$ cat src/fct_consts.vh
// Purpose: Constants for the fixed-cycle timer interrupt block
// Assumes: 50 MHz system clock, 32768 Hz oscillator made by an NCO
// Notes:   Register map sits on AXI4-Lite, one word per register
`ifndef FCT_CONSTS_VH
`define FCT_CONSTS_VH

`define FCT_ADDR_W        4
`define FCT_REG_SETUP     4'h0
`define FCT_REG_PRESET    4'h4
`define FCT_REG_CTRL      4'h8
`define FCT_REG_STATUS    4'hc

`define FCT_TE_BIT        7
`define FCT_SEL_HI_BIT    5
`define FCT_SEL_LO_BIT    4
`define FCT_REPEAT_BIT    4
`define FCT_FLAG_BIT      2
`define FCT_IE_BIT        0

`define FCT_RESP_OKAY     2'h0
`define FCT_RESP_SLVERR   2'h2

`define FCT_SEL_4096HZ    2'h0
`define FCT_SEL_64HZ      2'h1
`define FCT_SEL_1HZ       2'h2
`define FCT_SEL_1MIN      2'h3

`define FCT_CLK_MHZ       50
`define FCT_NCO_STEP      26'h0008000
`define FCT_NCO_MOD       26'h2faf080
`define FCT_DIV_4096_MASK 15'h0007
`define FCT_DIV_64_MASK   15'h01ff
`define FCT_DIV_1HZ_MASK  15'h7fff
`define FCT_MIN_LAST      6'h3b

`define FCT_HOLD_FAST_NS  122000
`define FCT_HOLD_SLOW_NS  7813000
`define FCT_HOLD_FAST_CYC 19'h017d4
`define FCT_HOLD_SLOW_CYC 19'h5f5fa

`define FCT_RST_PRESET    8'h00
`endif

$ cat src/fct_timer.v
// Purpose: Fixed-cycle down-count timer with open-drain style interrupt
// Assumes: All inputs synchronous to clk_i; AXI4-Lite master on the bus
// Notes:   Interrupt pin is drive-low only: level 0 whenever enabled
//
// Decided for this implementation: the register offsets and the AXI4-Lite register port.
`timescale 1ns/1ps
`default_nettype none
`include "fct_consts.vh"

// How it works
// A timer event sets timer_flag, held until software writes zero.
// Writing 0 clears timer_flag; writing 1 leaves it unchanged.
// Event with irq enable set drives timer_irq_n low, else pin stays released.
// Dropping timer_irq_enable while pin is low releases it at once, any mode.
// Countdown starts at the write that turns timer_enable from zero to one.
// Each start loads the counter from the preset, never an old count.
// Counter steps down once per source tick; event on the tick at count 1, which reloads the preset.
// Interval is source period times preset; preset zero is not valid.
// Free-running source ticks make first interval up to one period short.
// Clearing timer_enable keeps timer_flag; in level mode pin unchanged.
// In level mode clearing timer_flag releases the pin regardless of enable.
// Level mode gives one event per start; enable then gates pin freely.
// Software clears timer_enable and timer_flag before each level-mode start.
// Repeated mode reloads the preset after each event and keeps counting.
// Repeated mode holds pin low for the hold time, then releases it.
// Repeated mode: writing timer_enable zero stops and releases pin at once.
// Repeated mode: clearing timer_flag does not cut the low pulse short.
// Select codes pick 4096, 64, 1 or 1/60 Hz; hold time 122 us or 7.813 ms.
// repeat_mode_select zero is level mode, one is repeated pulse mode.
// Software programs the preset between 1 and 255 before starting.
// Minute tick follows minute rollover; 1 Hz comes from the divider shared with 4096 and 64 Hz.
// Source ticks derive from a 32768 Hz divider, one cycle per period.
// Event and flag clear in the same cycle: the event wins.
module fct_timer #(
  parameter [18:0] HOLD_FAST_CYC = `FCT_HOLD_FAST_CYC,
  parameter [18:0] HOLD_SLOW_CYC = `FCT_HOLD_SLOW_CYC
) (
  input  wire                   clk_i,
  input  wire                   rst_i,
  input  wire [`FCT_ADDR_W-1:0] s_axi_awaddr_i,
  input  wire                   s_axi_awvalid_i,
  output wire                   s_axi_awready_o,
  input  wire [31:0]            s_axi_wdata_i,
  input  wire [3:0]             s_axi_wstrb_i,
  input  wire                   s_axi_wvalid_i,
  output wire                   s_axi_wready_o,
  output wire [1:0]             s_axi_bresp_o,
  output wire                   s_axi_bvalid_o,
  input  wire                   s_axi_bready_i,
  input  wire [`FCT_ADDR_W-1:0] s_axi_araddr_i,
  input  wire                   s_axi_arvalid_i,
  output wire                   s_axi_arready_o,
  output wire [31:0]            s_axi_rdata_o,
  output wire [1:0]             s_axi_rresp_o,
  output wire                   s_axi_rvalid_o,
  input  wire                   s_axi_rready_i,
  output wire                   timer_irq_n_o,
  output wire                   timer_irq_oe_o
);

  // Register index 4 means unmapped
  function [2:0] fct_dec;
    input [`FCT_ADDR_W-1:0] a;
    begin
      case (a)
        `FCT_REG_SETUP:  fct_dec = 3'h0;
        `FCT_REG_PRESET: fct_dec = 3'h1;
        `FCT_REG_CTRL:   fct_dec = 3'h2;
        `FCT_REG_STATUS: fct_dec = 3'h3;
        default:         fct_dec = 3'h4;
      endcase
    end
  endfunction

  // Bus slave state
  reg                   aw_ok_q;
  reg [`FCT_ADDR_W-1:0] aw_addr_q;
  reg                   w_ok_q;
  reg [31:0]            w_data_q;
  reg                   w_strb_q;
  reg                   bvalid_q;
  reg [1:0]             bresp_q;
  reg                   rvalid_q;
  reg [1:0]             rresp_q;
  reg [31:0]            rdata_q;

  // Software-visible control
  reg                   te_q;
  reg [1:0]             sel_q;
  reg [7:0]             preset_q;
  reg                   repeat_q;
  reg                   flag_q;
  reg                   ie_q;

  // Timer core
  reg [25:0]            nco_q;
  reg                   osc_tick_q;
  reg [14:0]            pre_q;
  reg [5:0]             min_q;
  reg                   run_q;
  reg [7:0]             cnt_q;
  reg                   pulse_q;
  reg [18:0]            hold_q;
  reg                   irq_oe_q;

  wire [26:0] nco_sum = {1'b0, nco_q} + {1'b0, `FCT_NCO_STEP};
  wire        nco_wrap = nco_sum >= {1'b0, `FCT_NCO_MOD};

  wire        wr_go = aw_ok_q & w_ok_q & ~bvalid_q;
  wire [2:0]  wr_sel = fct_dec(aw_addr_q);
  wire        wr_en = wr_go & w_strb_q;
  wire        we_setup = wr_en & (wr_sel == 3'h0);
  wire        we_preset = wr_en & (wr_sel == 3'h1);
  wire        we_ctrl = wr_en & (wr_sel == 3'h2);
  wire        new_te = w_data_q[`FCT_TE_BIT];
  wire        new_ie = w_data_q[`FCT_IE_BIT];
  wire        start = we_setup & new_te & ~te_q;
  wire        stop = we_setup & ~new_te;
  wire        flag_clr = we_ctrl & ~w_data_q[`FCT_FLAG_BIT];

  // Source tick selection
  reg         src_tick;
  wire        sec_tick = osc_tick_q & ((pre_q & `FCT_DIV_1HZ_MASK) == `FCT_DIV_1HZ_MASK);

  always @*
  begin
    case (sel_q)
      `FCT_SEL_4096HZ:
        src_tick = osc_tick_q & ((pre_q & `FCT_DIV_4096_MASK) == `FCT_DIV_4096_MASK);
      `FCT_SEL_64HZ:
        src_tick = osc_tick_q & ((pre_q & `FCT_DIV_64_MASK) == `FCT_DIV_64_MASK);
      `FCT_SEL_1HZ:
        src_tick = sec_tick;
      `FCT_SEL_1MIN:
        src_tick = sec_tick & (min_q == `FCT_MIN_LAST);
      default:
        src_tick = 1'b0;
    endcase
  end

  wire        event_w = run_q & src_tick & (cnt_q == 8'h01);
  wire [18:0] hold_len = (sel_q == `FCT_SEL_4096HZ) ? HOLD_FAST_CYC : HOLD_SLOW_CYC;

  // Pin level for the next cycle; repeated mode ignores the flag here
  wire        irq_d = repeat_q ? (pulse_q & ie_q) : (flag_q & ie_q);

  // AXI4-Lite write channel: address and data taken in either order
  always @(posedge clk_i)
  begin
    if (rst_i)
    begin
      aw_ok_q   <= 1'b0;
      aw_addr_q <= {`FCT_ADDR_W{1'b0}};
      w_ok_q    <= 1'b0;
      w_data_q  <= 32'h0000_0000;
      w_strb_q  <= 1'b0;
      bvalid_q  <= 1'b0;
      bresp_q   <= `FCT_RESP_OKAY;
    end
    else
    begin
      if (s_axi_awvalid_i & s_axi_awready_o)
      begin
        aw_ok_q   <= 1'b1;
        aw_addr_q <= s_axi_awaddr_i;
      end
      if (s_axi_wvalid_i & s_axi_wready_o)
      begin
        w_ok_q   <= 1'b1;
        w_data_q <= s_axi_wdata_i;
        w_strb_q <= s_axi_wstrb_i[0];
      end
      if (wr_go)
      begin
        aw_ok_q  <= 1'b0;
        w_ok_q   <= 1'b0;
        bvalid_q <= 1'b1;
        bresp_q  <= (wr_sel == 3'h4) ? `FCT_RESP_SLVERR : `FCT_RESP_OKAY;
      end
      else if (bvalid_q & s_axi_bready_i)
      begin
        bvalid_q <= 1'b0;
      end
    end
  end

  // AXI4-Lite read channel: data one cycle after the address is taken
  always @(posedge clk_i)
  begin
    if (rst_i)
    begin
      rvalid_q <= 1'b0;
      rresp_q  <= `FCT_RESP_OKAY;
      rdata_q  <= 32'h0000_0000;
    end
    else if (s_axi_arvalid_i & s_axi_arready_o)
    begin
      rvalid_q <= 1'b1;
      rresp_q  <= `FCT_RESP_OKAY;
      case (fct_dec(s_axi_araddr_i))
        3'h0:
          rdata_q <= {24'h00_0000, te_q, 1'b0, sel_q, 4'h0};
        3'h1:
          rdata_q <= {24'h00_0000, preset_q};
        3'h2:
          rdata_q <= {27'h000_0000, repeat_q, 1'b0, flag_q, 1'b0, ie_q};
        3'h3:
          rdata_q <= {16'h0000, cnt_q, 5'h00, pulse_q, run_q, irq_oe_q};
        default:
        begin
          rdata_q <= 32'h0000_0000;
          rresp_q <= `FCT_RESP_SLVERR;
        end
      endcase
    end
    else if (rvalid_q & s_axi_rready_i)
    begin
      rvalid_q <= 1'b0;
    end
  end

  // Control registers
  always @(posedge clk_i)
  begin
    if (rst_i)
    begin
      te_q     <= 1'b0;
      sel_q    <= `FCT_SEL_4096HZ;
      preset_q <= `FCT_RST_PRESET;
      repeat_q <= 1'b0;
      flag_q   <= 1'b0;
      ie_q     <= 1'b0;
    end
    else
    begin
      if (we_setup)
      begin
        te_q  <= new_te;
        sel_q <= {w_data_q[`FCT_SEL_HI_BIT], w_data_q[`FCT_SEL_LO_BIT]};
      end
      if (we_preset)
      begin
        preset_q <= w_data_q[7:0];
      end
      if (we_ctrl)
      begin
        repeat_q <= w_data_q[`FCT_REPEAT_BIT];
        ie_q     <= new_ie;
      end
      // Set beats clear so a coinciding event is never lost
      if (event_w)
        flag_q <= 1'b1;
      else if (flag_clr)
        flag_q <= 1'b0;
    end
  end

  // 32768 Hz reference by fractional accumulation, then free dividers.
  // Dividers never restart, so the start phase is random within one period.
  always @(posedge clk_i)
  begin
    if (rst_i)
    begin
      nco_q      <= 26'h000_0000;
      osc_tick_q <= 1'b0;
      pre_q      <= 15'h0000;
      min_q      <= 6'h00;
    end
    else
    begin
      nco_q      <= nco_wrap ? nco_sum[25:0] - `FCT_NCO_MOD : nco_sum[25:0];
      osc_tick_q <= nco_wrap;
      if (osc_tick_q)
        pre_q <= pre_q + 15'h0001;
      if (sec_tick)
        min_q <= (min_q == `FCT_MIN_LAST) ? 6'h00 : min_q + 6'h01;
    end
  end

  // Down counter and repeated-mode pulse
  always @(posedge clk_i)
  begin
    if (rst_i)
    begin
      run_q    <= 1'b0;
      cnt_q    <= 8'h00;
      pulse_q  <= 1'b0;
      hold_q   <= 19'h0_0000;
      irq_oe_q <= 1'b0;
    end
    else
    begin
      if (start)
      begin
        run_q <= 1'b1;
        cnt_q <= preset_q;
      end
      else if (stop)
      begin
        run_q <= 1'b0;
      end
      else if (run_q & src_tick)
      begin
        if (cnt_q == 8'h01)
        begin
          cnt_q <= preset_q;
          run_q <= repeat_q;
        end
        else
        begin
          cnt_q <= cnt_q - 8'h01;
        end
      end
      if (stop & repeat_q)
      begin
        pulse_q <= 1'b0;
      end
      else if (event_w & repeat_q & ie_q)
      begin
        pulse_q <= 1'b1;
        hold_q  <= hold_len;
      end
      else if (pulse_q)
      begin
        if (hold_q == 19'h0_0001)
          pulse_q <= 1'b0;
        hold_q <= hold_q - 19'h0_0001;
      end
      // Registered pin: level-mode event shows as flag one cycle later
      irq_oe_q <= irq_d & ~(stop & repeat_q);
    end
  end

  assign s_axi_awready_o = ~aw_ok_q & ~bvalid_q;
  assign s_axi_wready_o  = ~w_ok_q & ~bvalid_q;
  assign s_axi_bvalid_o  = bvalid_q;
  assign s_axi_bresp_o   = bresp_q;
  assign s_axi_arready_o = ~rvalid_q;
  assign s_axi_rvalid_o  = rvalid_q;
  assign s_axi_rresp_o   = rresp_q;
  assign s_axi_rdata_o   = rdata_q;
  assign timer_irq_n_o   = 1'b0;
  assign timer_irq_oe_o  = irq_oe_q;

endmodule
`default_nettype wire

$ cat config.mk
export PLATFORM = sky130hd
export DESIGN_NAME = fct_timer
export DESIGN_NICKNAME = d
export VERILOG_FILES = /design/src/fct_timer.v
export VERILOG_INCLUDE_DIRS = /design/src
export SDC_FILE = /design/constraint.sdc
export NUM_CORES = 1
export LEC_CHECK = 0
export BUFFER_PORTS_ARGS = -buffer_cell sky130_fd_sc_hd__buf_2
export CAP_MARGIN = 5
export CORE_ASPECT_RATIO = 1.4
export CORE_MARGIN = 3
export CORE_UTILIZATION = 35
export DETAILED_ROUTE_END_ITERATION = 10
export GPL_TIMING_DRIVEN = 0
export PLACE_DENSITY = 0.6
export SYNTH_ARGS = -nofsm -noshare
export SYNTH_HDL_FRONTEND = slang
export SYNTH_SLANG_ARGS = --single-unit
$ cat constraint.sdc
create_clock -name clk_i -period 7.77 [get_ports clk_i]
set_clock_uncertainty 0.2 [all_clocks]
set_input_delay 0 -clock clk_i [delete_from_list [all_inputs] [get_ports clk_i]]
set_output_delay 0 -clock clk_i [all_outputs]
set_load 0.05 [all_outputs]
---- Word level (Yosys, flattened, before mapping) ----
Cells that the tools add are included.
storage, ports and cells
  bits in latches ......................... 0
  output and inout port bits .............. 43
  bits in registers ....................... 145
  ROM bits ................................ 0
  memories kept ........................... 0
  memory bits (writable) .................. 0
cells by class
  magnitude comparators ................... 1
  multipliers ............................. 0
  div/mod/pow operators ................... 0
  multiplexer cells ....................... 31
  bitwise logic cells ..................... 37
  add/sub/neg operators ................... 6
  reductions and logical operators ........ 18
  equality and inequality tests ........... 22
  shift-type cells ........................ 0
operators by type and width
  kind                                                                                    number
  16-bit case mux with 4 select lines                                                     1
  19-bit two-way mux                                                                      3
  8-bit two-way mux                                                                       4
  1-bit AND                                                                               29
  26-bit by 16-bit adder with 27-bit output (second input constant)                       1
  27-bit by 26-bit greater-or-equal comparator with 1-bit output (second input constant)  1
  26-bit two-way mux                                                                      1
  26-bit subtractor (second input constant)                                               1
  3-bit case mux with 4 select lines                                                      2
  19-bit by 1-bit equality test with 1-bit output (second input constant)                 1
  19-bit by 1-bit subtractor with 19-bit output (second input constant)                   1
  4-bit equality test (second input constant)                                             4
  15-bit by 1-bit adder with 15-bit output (second input constant)                        1
  15-bit equality test (second input constant)                                            1
  1-bit two-way mux                                                                       14
  2-bit nonzero test                                                                      5
  3-bit by 2-bit equality test with 1-bit output (second input constant)                  3
  9-bit equality test (second input constant)                                             1
  4-bit by 3-bit equality test with 1-bit output (second input constant)                  2
  8-bit by 1-bit equality test with 1-bit output (second input constant)                  1
  4-bit logical NOT                                                                       2
  1-bit NOT                                                                               8
  8-bit by 1-bit subtractor with 8-bit output (second input constant)                     1
  6-bit by 1-bit adder with 6-bit output (second input constant)                          1
  16 further kinds                                                                        26

---- Logic depth before layout (Yosys ltp) ----
Gate-level depths: netlist of the first run.
  depth in word-level cells ............... 10
  depth in mapped cells ................... 12
  depth with buffers taken out ............ 11

---- Worst setup path after synthesis of the first run ----
Ideal clock, no wire load.
  path type ............................... register -> register
  from .................................... reg pre_q[0]
  to ...................................... reg hold_q[16]
  data required time ...................... 7.453 ns
  path slack .............................. 5.122 ns
  path buffers ............................ 0
  data arrival time ....................... 2.331 ns
  cell stages (with the launch flop) ...... 11
  path through ............................ dfxtp_1 -> ha_1 -> nand3_1 -> nor2_1 -> ha_1 -> mux2_2 -> a21oi_1 -> nor3_2 -> nor3b_1 -> nor3_1 -> a32o_1
between the ends
  longest elaborated chain between the ends .. 10
ends and longest elaborated chain
  what                                    RTL line         RTL
  from (decl)                             fct_timer.v:98   reg [14:0] pre_q;
  from (signal assigned)                  fct_timer.v:274  pre_q <= pre_q + 15'h0001;
  15-bit equality test (no line)          --
  1-bit AND                               fct_timer.v:123  wire sec_tick = osc_tick_q & ((pre_q & `FCT_DIV_1HZ_MASK) == `FCT_DIV_1HZ_MASK);
  1-bit AND                               fct_timer.v:135  src_tick = sec_tick & (min_q == `FCT_MIN_LAST);
  1-bit case mux with 4 select lines (*)  fct_timer.v:127  case (sel_q)
  1-bit AND (*) (2 in series)             fct_timer.v:141  wire event_w = run_q & src_tick & (cnt_q == 8'h01);
  1-bit AND (*) (2 in series)             fct_timer.v:318  else if (event_w & repeat_q & ie_q)
  2-bit nonzero test (no line)            --
  2-bit AND reduction (no line)           --
  to (signal assigned)                    fct_timer.v:321  hold_q <= hold_len;
  to (signal assigned)                    fct_timer.v:327  hold_q <= hold_q - 19'h0_0001;
  to (decl)                               fct_timer.v:103  reg [18:0] hold_q;
Every way passes the cells marked *; elsewhere a longest branch is shown, timed or not.
A chain may end at the register's enable or synchronous reset.

---- Worst setup path in the final report of the first run ----
Same ends and word-level chain as after synthesis.

==> impl_summary.log, run 1 <==
INFO  metric via_count = 5267
INFO  metric cts-hold-fix-buffers = 34
INFO  metric core_area = 16400 um^2
INFO  metric critical-path-slowest-cell = sky130_fd_sc_hd__nor3b_1
INFO  metric min_period_over_period = 0.430
INFO  metric wl_cell = 14.7 um
INFO  metric delay_of_the_slowest_cell_on_the_worst_path = 0.71 ns
INFO  metric timing.final.crit_period = 3.34 ns
INFO  metric worst-path-buf-inv = 0
INFO  metric post_cts_buffers = 0
INFO  metric cts_htree_levels = 4
INFO  metric hold_violation_total_from_the_final_report = 0
INFO  metric detail_route.wirelength = 15000 um
INFO  metric globalRouteTotalUtil = 0.171
INFO  metric worst_path_dominant_cell_family = simple AND/OR/NAND/NOR gates
INFO  metric p_int = 0.00124 W
INFO  metric initial_utilization = 0.363
INFO  metric port_buffer_count = 45
INFO  metric worstMarginPinSlew = 0.769 ns
INFO  metric switchingPower = 0.000379 W
INFO  metric net_switching_fraction_of_the_power = 0.233
INFO  metric setup.worst_path.end_class = flop
INFO  metric synth-edff-count = 0
INFO  metric pwr-share-clk = 0.539
INFO  metric cts_root_buf = sky130_fd_sc_hd__clkbuf_16
INFO  metric synth_mux_area_frac = 0.0480
INFO  metric antenna_cells_inserted = 0
INFO  metric cap_viol_max_count = 0
INFO  metric synth_top_family_by_area = simple AND/OR/NAND/NOR gates
INFO  metric cts_tree = done
INFO  metric timing_worst_setup_path_type = flop to flop
INFO  metric most_crowded_layer_gr = met2
INFO  metric synth_warnings = 0
INFO  metric pwr_dens = 217 nW/um^2
INFO  metric crit_path_frequent_cell = sky130_fd_sc_hd__ha_1
INFO  metric timing.fmax = 0.299 GHz
INFO  metric power.combinational.fraction = 0.072
INFO  metric setup_tns = 0 ns
INFO  metric critical_path_peak_fanout = 8
INFO  metric cts_inserted_buffers = 17
INFO  metric layout_commonest_cell = sky130_fd_sc_hd__dfxtp_1
INFO  metric cp.required = 7.87 ns
INFO  metric initialDrtViolationCount = 244
INFO  metric outcome = completed
INFO  metric share_of_the_yosys_chip_area_belonging_to_registers = 0.404
INFO  metric arrival = 3.44 ns
INFO  metric groute.layer.met3.usage = 0.0375
INFO  metric cts_num_sinks = 120
INFO  metric synth_simple_gate_area_frac = 0.231
INFO  metric post_route_cells_drive_above_1_share = 0.164
INFO  metric cp_cell_sequence = ha_1 -> nand3_1 -> nor2_1 -> ha_1 -> mux2_2 -> a21oi_1 -> nor3_2 -> nor3b_1 -> nor3_1 -> a32o_1
INFO  metric grt.met2_usage = 0.290
INFO  metric ys_async_sr_fraction = 0
INFO  metric routabilityCongestion = 0.881
INFO  metric area_growth = 25.9%
INFO  metric netlist_area_pre_place = 5940 um^2
INFO  metric clk_path_buf_depth = 2
INFO  metric synth-compound-area-share = 0.171
INFO  metric synth_adder_area_share = 0.0253
INFO  metric report.final.slew_viol_count = 0
INFO  metric grt_pass1_vias = 5224
INFO  metric drc = 0
INFO  metric post-dp-hpwl = 10800 um
INFO  metric synth_xor_area_frac = 0.0648
INFO  metric worstHoldPathType = input pin to flop
INFO  metric unrepaired_setup_endpoints_after_global_routing = false
INFO  metric stdcell_area = 7480 um^2
INFO  metric maxSlewHeadroom = 0.487
INFO  metric design.die.area = 18600 um^2
INFO  metric globalRouteOverflowTotal = 0
INFO  metric setup_viol_count_final = 0
INFO  metric clock_latency = 0.42 ns
INFO  metric leakagePower = 3.06 nW
INFO  metric fillers = 1656
INFO  metric post_synth_num_cell_types = 76
INFO  metric boundaryPins = 94
INFO  metric seq_pwr_share = 0.389
INFO  metric clk_pin_slew_worst_paths = 0.06 ns
INFO  metric finish.net_count = 874
INFO  metric share_of_the_core_filled_with_cells_in_the_final_layout = 0.457
INFO  metric first_pass_grt_wire_length = 25400 um
INFO  metric vias_per_cell = 5.15
INFO  metric cts_resized = 0
INFO  metric die_w = 116 um
INFO  metric grt_max_degree = 17
INFO  metric synth.ff_latch_count = 120
INFO  metric floorplan.rows = 55
INFO  metric worst_setup_path_start_kind = flop
INFO  metric worst_ir_drop_vdd = 0.000161 V
INFO  metric drt-pass1-iter-count = 4
INFO  metric total_power = 0.00162 W
INFO  metric synth_cells = 695
INFO  metric syn_area_per_cell = 8.55 um^2
INFO  metric detail-route-antenna-nets = 0
INFO  metric die_height = 160 um
INFO  metric placement.cell_area = 6490 um^2
INFO  metric grt_util_met1 = 0.200
INFO  metric number_of_antenna_violations_at_the_first_check_in_global_routing = 0
INFO  metric postSynth.topFlopCell = sky130_fd_sc_hd__dfxtp_1
INFO  metric mostFrequentLayoutCells = 120 x sky130_fd_sc_hd__dfxtp_1, 93 x sky130_fd_sc_hd__nor2_1, 65 x sky130_fd_sc_hd__nand2_1
cells in the mapped netlist, types with 5 or more instances:
cell type,n,area (um^2)
sky130_fd_sc_hd__and3_1,9,56.3
sky130_fd_sc_hd__xnor2_1,25,219
sky130_fd_sc_hd__buf_4,20,150
sky130_fd_sc_hd__clkbuf_1,17,63.8
sky130_fd_sc_hd__nand4_1,13,81.3
sky130_fd_sc_hd__inv_1,13,48.8
sky130_fd_sc_hd__or3_1,11,68.8
sky130_fd_sc_hd__o21ai_0,24,120
sky130_fd_sc_hd__nor2_1,93,349
sky130_fd_sc_hd__o31ai_1,5,37.5
sky130_fd_sc_hd__nand3_1,22,110
sky130_fd_sc_hd__a21oi_1,59,295
sky130_fd_sc_hd__nor3_1,18,90.1
sky130_fd_sc_hd__nor2b_1,6,37.5
sky130_fd_sc_hd__a22oi_1,14,105
sky130_fd_sc_hd__mux2i_1,24,240
sky130_fd_sc_hd__nand2_1,65,244
sky130_fd_sc_hd__ha_1,12,150
sky130_fd_sc_hd__xor2_1,19,166
sky130_fd_sc_hd__dfxtp_1,120,2400
per-stage QoR:
stage          std cells  hold slack [ns]  worst slack, ns
4_1_cts             1023           0.0310             4.39
2_1_floorplan        713           -0.101             5.12
3_3_place_gp         957         -0.00970             4.43
3_5_place_dp         957          -0.0107             4.42
6_report            1023           0.0389             4.43
5_1_grt             1023           0.0874             4.10
final cells by class:
cell class              count  area [um^2]  share of cell area
multi-input cells         533         3280               0.439
flip-flops and latches    120         2400               0.321
repair buffers             79          566              0.0756
clock buffers              18          439              0.0587
plain buffers              47          277              0.0369
well taps                 199          249              0.0333
clock inverters            14          219              0.0293
inverters                  13         48.8             0.00652
registers in the layout (all words and copies together) (netlist names), 2 cells and up:
signal,count
nco_q,19
s_axi_rdata_o,16
preset_q,8
cnt_q,8
w_data_q,8
hold_q,19
min_q,6
sel_q,2
pre_q,15
aw_addr_q,4
tightest hold or removal path, cell delays in order:
cell	delay, ns
sky130_fd_sc_hd__buf_2	0.10
sky130_fd_sc_hd__and2_1	0.12
sky130_fd_sc_hd__clkbuf_1	0.20
sky130_fd_sc_hd__nor2_1	0.13
sky130_fd_sc_hd__nor3_1	0.04
routing by layer:
metal,vias to the layer above,part of all wire
met5,-,0
met4,0,0.031
met3,32,0.038
met2,114,0.51
met1,2439,0.42
li1,2682,-
cell families (layout without fill, tap and decap cells):
family,count (synthesis),in the layout
AO/OA/AOI/OAI,153,153
flip-flops,120,120
buffers and inverters,60,171
AND/OR/NAND/NOR,277,277
XOR/XNOR,44,44
adder cells (fa/ha/maj),12,12
other,1,19
multiplexers,28,28
path summary, 6_finish.rpt:
kind	startpoint	endpoint	slack (ns)	cells after the start
hold / removal	s_axi_wvalid_i	w_ok_q$_SDFFE_PP0P_	0.04	5
setup / recovery	pre_q[0]$_SDFFE_PP0P_	hold_q[16]$_SDFFE_PP0P_	4.43	10
setup reg to reg	pre_q[0]$_SDFFE_PP0P_	hold_q[16]$_SDFFE_PP0P_	4.43	10
hold reg to reg	min_q[1]$_SDFFE_PP0P_	min_q[1]$_SDFFE_PP0P_	0.27	2
power by group through the flow:
stage / registers, W / clock network, W / logic, W
floorplan: 0.000648 / 0 / 0.0000738
global placement: 0.000645 / 0 / 0.000101
detailed placement: 0.000645 / 0 / 0.000102
CTS: 0.000632 / 0.000887 / 0.000116
global route: 0.000633 / 0.000918 / 0.000127
finish: 0.000632 / 0.000875 / 0.000116
Note: power is estimated with default switching activity, not from simulation.
==> inputs of run 2 (changes only) <==
clock period = 3.2 ns   (was 7.77 ns; I/O delays follow)
==> run 2 against run 1 <==
Effect of this change: die area is the same; maximum frequency grew 12%; sequential share of layout area decreased by 0.075 points; register-to-register slack got worse by 4.2 ns; largest cell class unchanged; largest power group unchanged; non-clock buffer count unchanged; count of clock-buffer cells in the layout stayed put.
==> impl_summary.log, run 2 (synthesis results as in run 1) <==
INFO  metric worstHoldPathType = input pin to flop
INFO  metric critPathCapture = nco_q[15]$_SDFF_PP0_
INFO  metric critical-path-slowest-cell = sky130_fd_sc_hd__or4b_1
INFO  metric grt_max_degree = 17
INFO  metric register_area = 2400 um^2
INFO  metric drt-pass1-iter-count = 4
INFO  metric antenna_cells_inserted = 0
INFO  metric worstMarginPinSlew = 0.787 ns
INFO  metric globalRouteTotalUtil = 0.171
INFO  metric worst-path-buf-inv = 1
INFO  metric whs_path_depth = 5
INFO  metric clock_latency = 0.42 ns
INFO  metric worst-path-stages = 8
INFO  metric setup_viol_count_final = 0
INFO  metric cap_viol_max_count = 0
INFO  metric timing_worst_setup_path_type = flop to flop
INFO  metric route.met2.wl = 7670 um
INFO  metric report.final.slew_viol_count = 0
INFO  metric timing.final.crit_period = 2.99 ns
INFO  metric post-route-worst-setup-slack = 0.213 ns
INFO  metric globalRouteOverflowTotal = 0
INFO  metric leakagePower = 3.08 nW
INFO  metric met1_length = 6330 um
INFO  metric cts_inserted_buffers = 17
INFO  metric vias_per_cell = 5.19
INFO  metric cts_root_buf = sky130_fd_sc_hd__clkbuf_16
INFO  metric cts_tree = done
INFO  metric placement.cell_area = 6490 um^2
INFO  metric die_height = 160 um
INFO  metric detail_route.wirelength = 15100 um
INFO  metric post_route_cells_drive_above_1_share = 0.165
INFO  metric worst_r2r_startpoint = nco_q[7]$_SDFFE_PP0N_
INFO  metric worstReg2RegEnd = nco_q[15]$_SDFF_PP0_
INFO  metric routabilityCongestion = 0.881
INFO  metric fillers = 1656
INFO  metric total_power = 0.00394 W
INFO  metric via_count = 5309
INFO  metric initial_utilization = 0.363
INFO  metric mostFrequentLayoutCells = 120 x sky130_fd_sc_hd__dfxtp_1, 93 x sky130_fd_sc_hd__nor2_1, 65 x sky130_fd_sc_hd__nand2_1
INFO  metric finish.net_count = 874
INFO  metric number_of_antenna_violations_at_the_first_check_in_global_routing = 0
INFO  metric floorplan.rows = 55
INFO  metric worst_setup_path_start_kind = flop
INFO  metric layout_commonest_cell = sky130_fd_sc_hd__dfxtp_1
INFO  metric grt_pass1_vias = 5223
INFO  metric post_cts_buffers = 0
INFO  metric outcome = completed
INFO  metric share_of_the_core_filled_with_cells_in_the_final_layout = 0.458
INFO  metric hold_violation_total_from_the_final_report = 0
INFO  metric detail-route-antenna-nets = 0
INFO  metric port_buffer_count = 45
INFO  metric core_area = 16400 um^2
INFO  metric stdcell_area = 7500 um^2
INFO  metric drc = 0
INFO  metric cts_htree_levels = 4
INFO  metric footprint_of_the_multi_input_gates = 3300 um^2
INFO  metric pwr_dens = 525 nW/um^2
INFO  metric min_period_over_period = 0.933
INFO  metric boundaryPins = 94
INFO  metric first_pass_grt_wire_length = 25400 um
INFO  metric die_w = 116 um
INFO  metric uppermost_routed_layer = met4
INFO  metric setup.worst_path.end_class = flop
INFO  metric cp-startpoint = nco_q[7]$_SDFFE_PP0N_
INFO  metric timing.fmax = 0.335 GHz
INFO  metric area_growth = 26.2%
INFO  metric arrival = 3.13 ns
INFO  metric reg2reg_depth = 8
INFO  metric place_worst_setup_slack = -0.154 ns
INFO  metric worst_path_dominant_cell_family = compound AO/OA/AOI/OAI gates
INFO  metric cp_cell_sequence = inv_1 -> ha_1 -> or4b_1 -> o311ai_0 -> a2111o_1 -> nand2_1 -> a31o_2 -> a21oi_1
INFO  metric route.met3.wl = 570 um
INFO  metric cts_num_sinks = 120
INFO  metric cp.required = 3.34 ns
INFO  metric setup.reg_to_reg.worst_slack = 0.21 ns
INFO  metric clk_pin_slew_worst_paths = 0.06 ns
INFO  metric design.die.area = 18600 um^2
INFO  metric critical_path_peak_fanout = 9
INFO  metric unrepaired_setup_endpoints_after_global_routing = false
INFO  metric initialDrtViolationCount = 247
INFO  metric delay_of_the_slowest_cell_on_the_worst_path = 0.56 ns
INFO  metric worst_ir_drop_vdd = 0.000391 V
INFO  metric clk_path_buf_depth = 2
INFO  metric post-dp-hpwl = 10800 um
INFO  metric maxSlewHeadroom = 0.475
INFO  metric wl_cell = 14.7 um
## run 2: worst min-delay path by stage
stage	start	to	slack, ns
global placement	s_axi_rready_i	s_axi_rvalid_o$_SDFFE_PP0P_	-0.01
global route	s_axi_wvalid_i	w_ok_q$_SDFFE_PP0P_	0.09
CTS	s_axi_wvalid_i	w_ok_q$_SDFFE_PP0P_	0.03
floorplan	s_axi_rready_i	s_axi_rvalid_o$_SDFFE_PP0P_	-0.10
detailed placement	s_axi_rready_i	s_axi_rvalid_o$_SDFFE_PP0P_	-0.01
finish	s_axi_wvalid_i	w_ok_q$_SDFFE_PP0P_	0.03
## run 2: what timing repair did
action                                  CTS  global route
resized for setup                         1             2
hold buffers                             34             0
endpoints found under the setup margin    8            11
endpoints found under the hold margin    29             0
gates cloned                              0             0
pin swaps                                 0             0
## run 2: area by class of cell
class,instances,share of cell area
well taps,199,0.0332
clock inverters,14,0.0292
flip-flops and latches,120,0.320
plain buffers,47,0.0369
repair buffers,79,0.0754
clock buffers,18,0.0585
inverters,13,0.00650
multi-input cells,533,0.440
## run 2: per-stage QoR
step           cells  hold slack [ns]  setup TNS, ns
3_5_place_dp     957          -0.0107         -0.557
3_3_place_gp     957         -0.00970         -0.415
5_1_grt         1023           0.0874              0
6_report        1023           0.0326              0
2_1_floorplan    713           -0.101              0
4_1_cts         1023           0.0310              0
## run 2: worst register-to-register path: stages, from the launching register on
cell and delay [ns]:
sky130_fd_sc_hd__dfxtp_1 0.37, sky130_fd_sc_hd__inv_1 0.09, sky130_fd_sc_hd__ha_1 0.18, sky130_fd_sc_hd__or4b_1 0.56, sky130_fd_sc_hd__o311ai_0 0.48, sky130_fd_sc_hd__a2111o_1 0.32
sky130_fd_sc_hd__nand2_1 0.27, sky130_fd_sc_hd__a31o_2 0.34, sky130_fd_sc_hd__a21oi_1 0.10
## run 2: routing by layer
metal | global-route usage | up-vias
met5 | 0 | -
met4 | 0.0818 | 0
met3 | 0.0375 | 37
met2 | 0.290 | 115
met1 | 0.200 | 2472
li1 | - | 2685
## run 2: power by group
group / leakage (nW) / total [W] / switching [W] / internal, W
combinational: 1.79 / 0.000282 / 0.000183 / 0.0000992
clock: 0.317 / 0.00212 / 0.000717 / 0.00141
sequential: 0.970 / 0.00153 / 0.0000192 / 0.00152
total: 3.08 / 0.00394 / 0.000920 / 0.00302
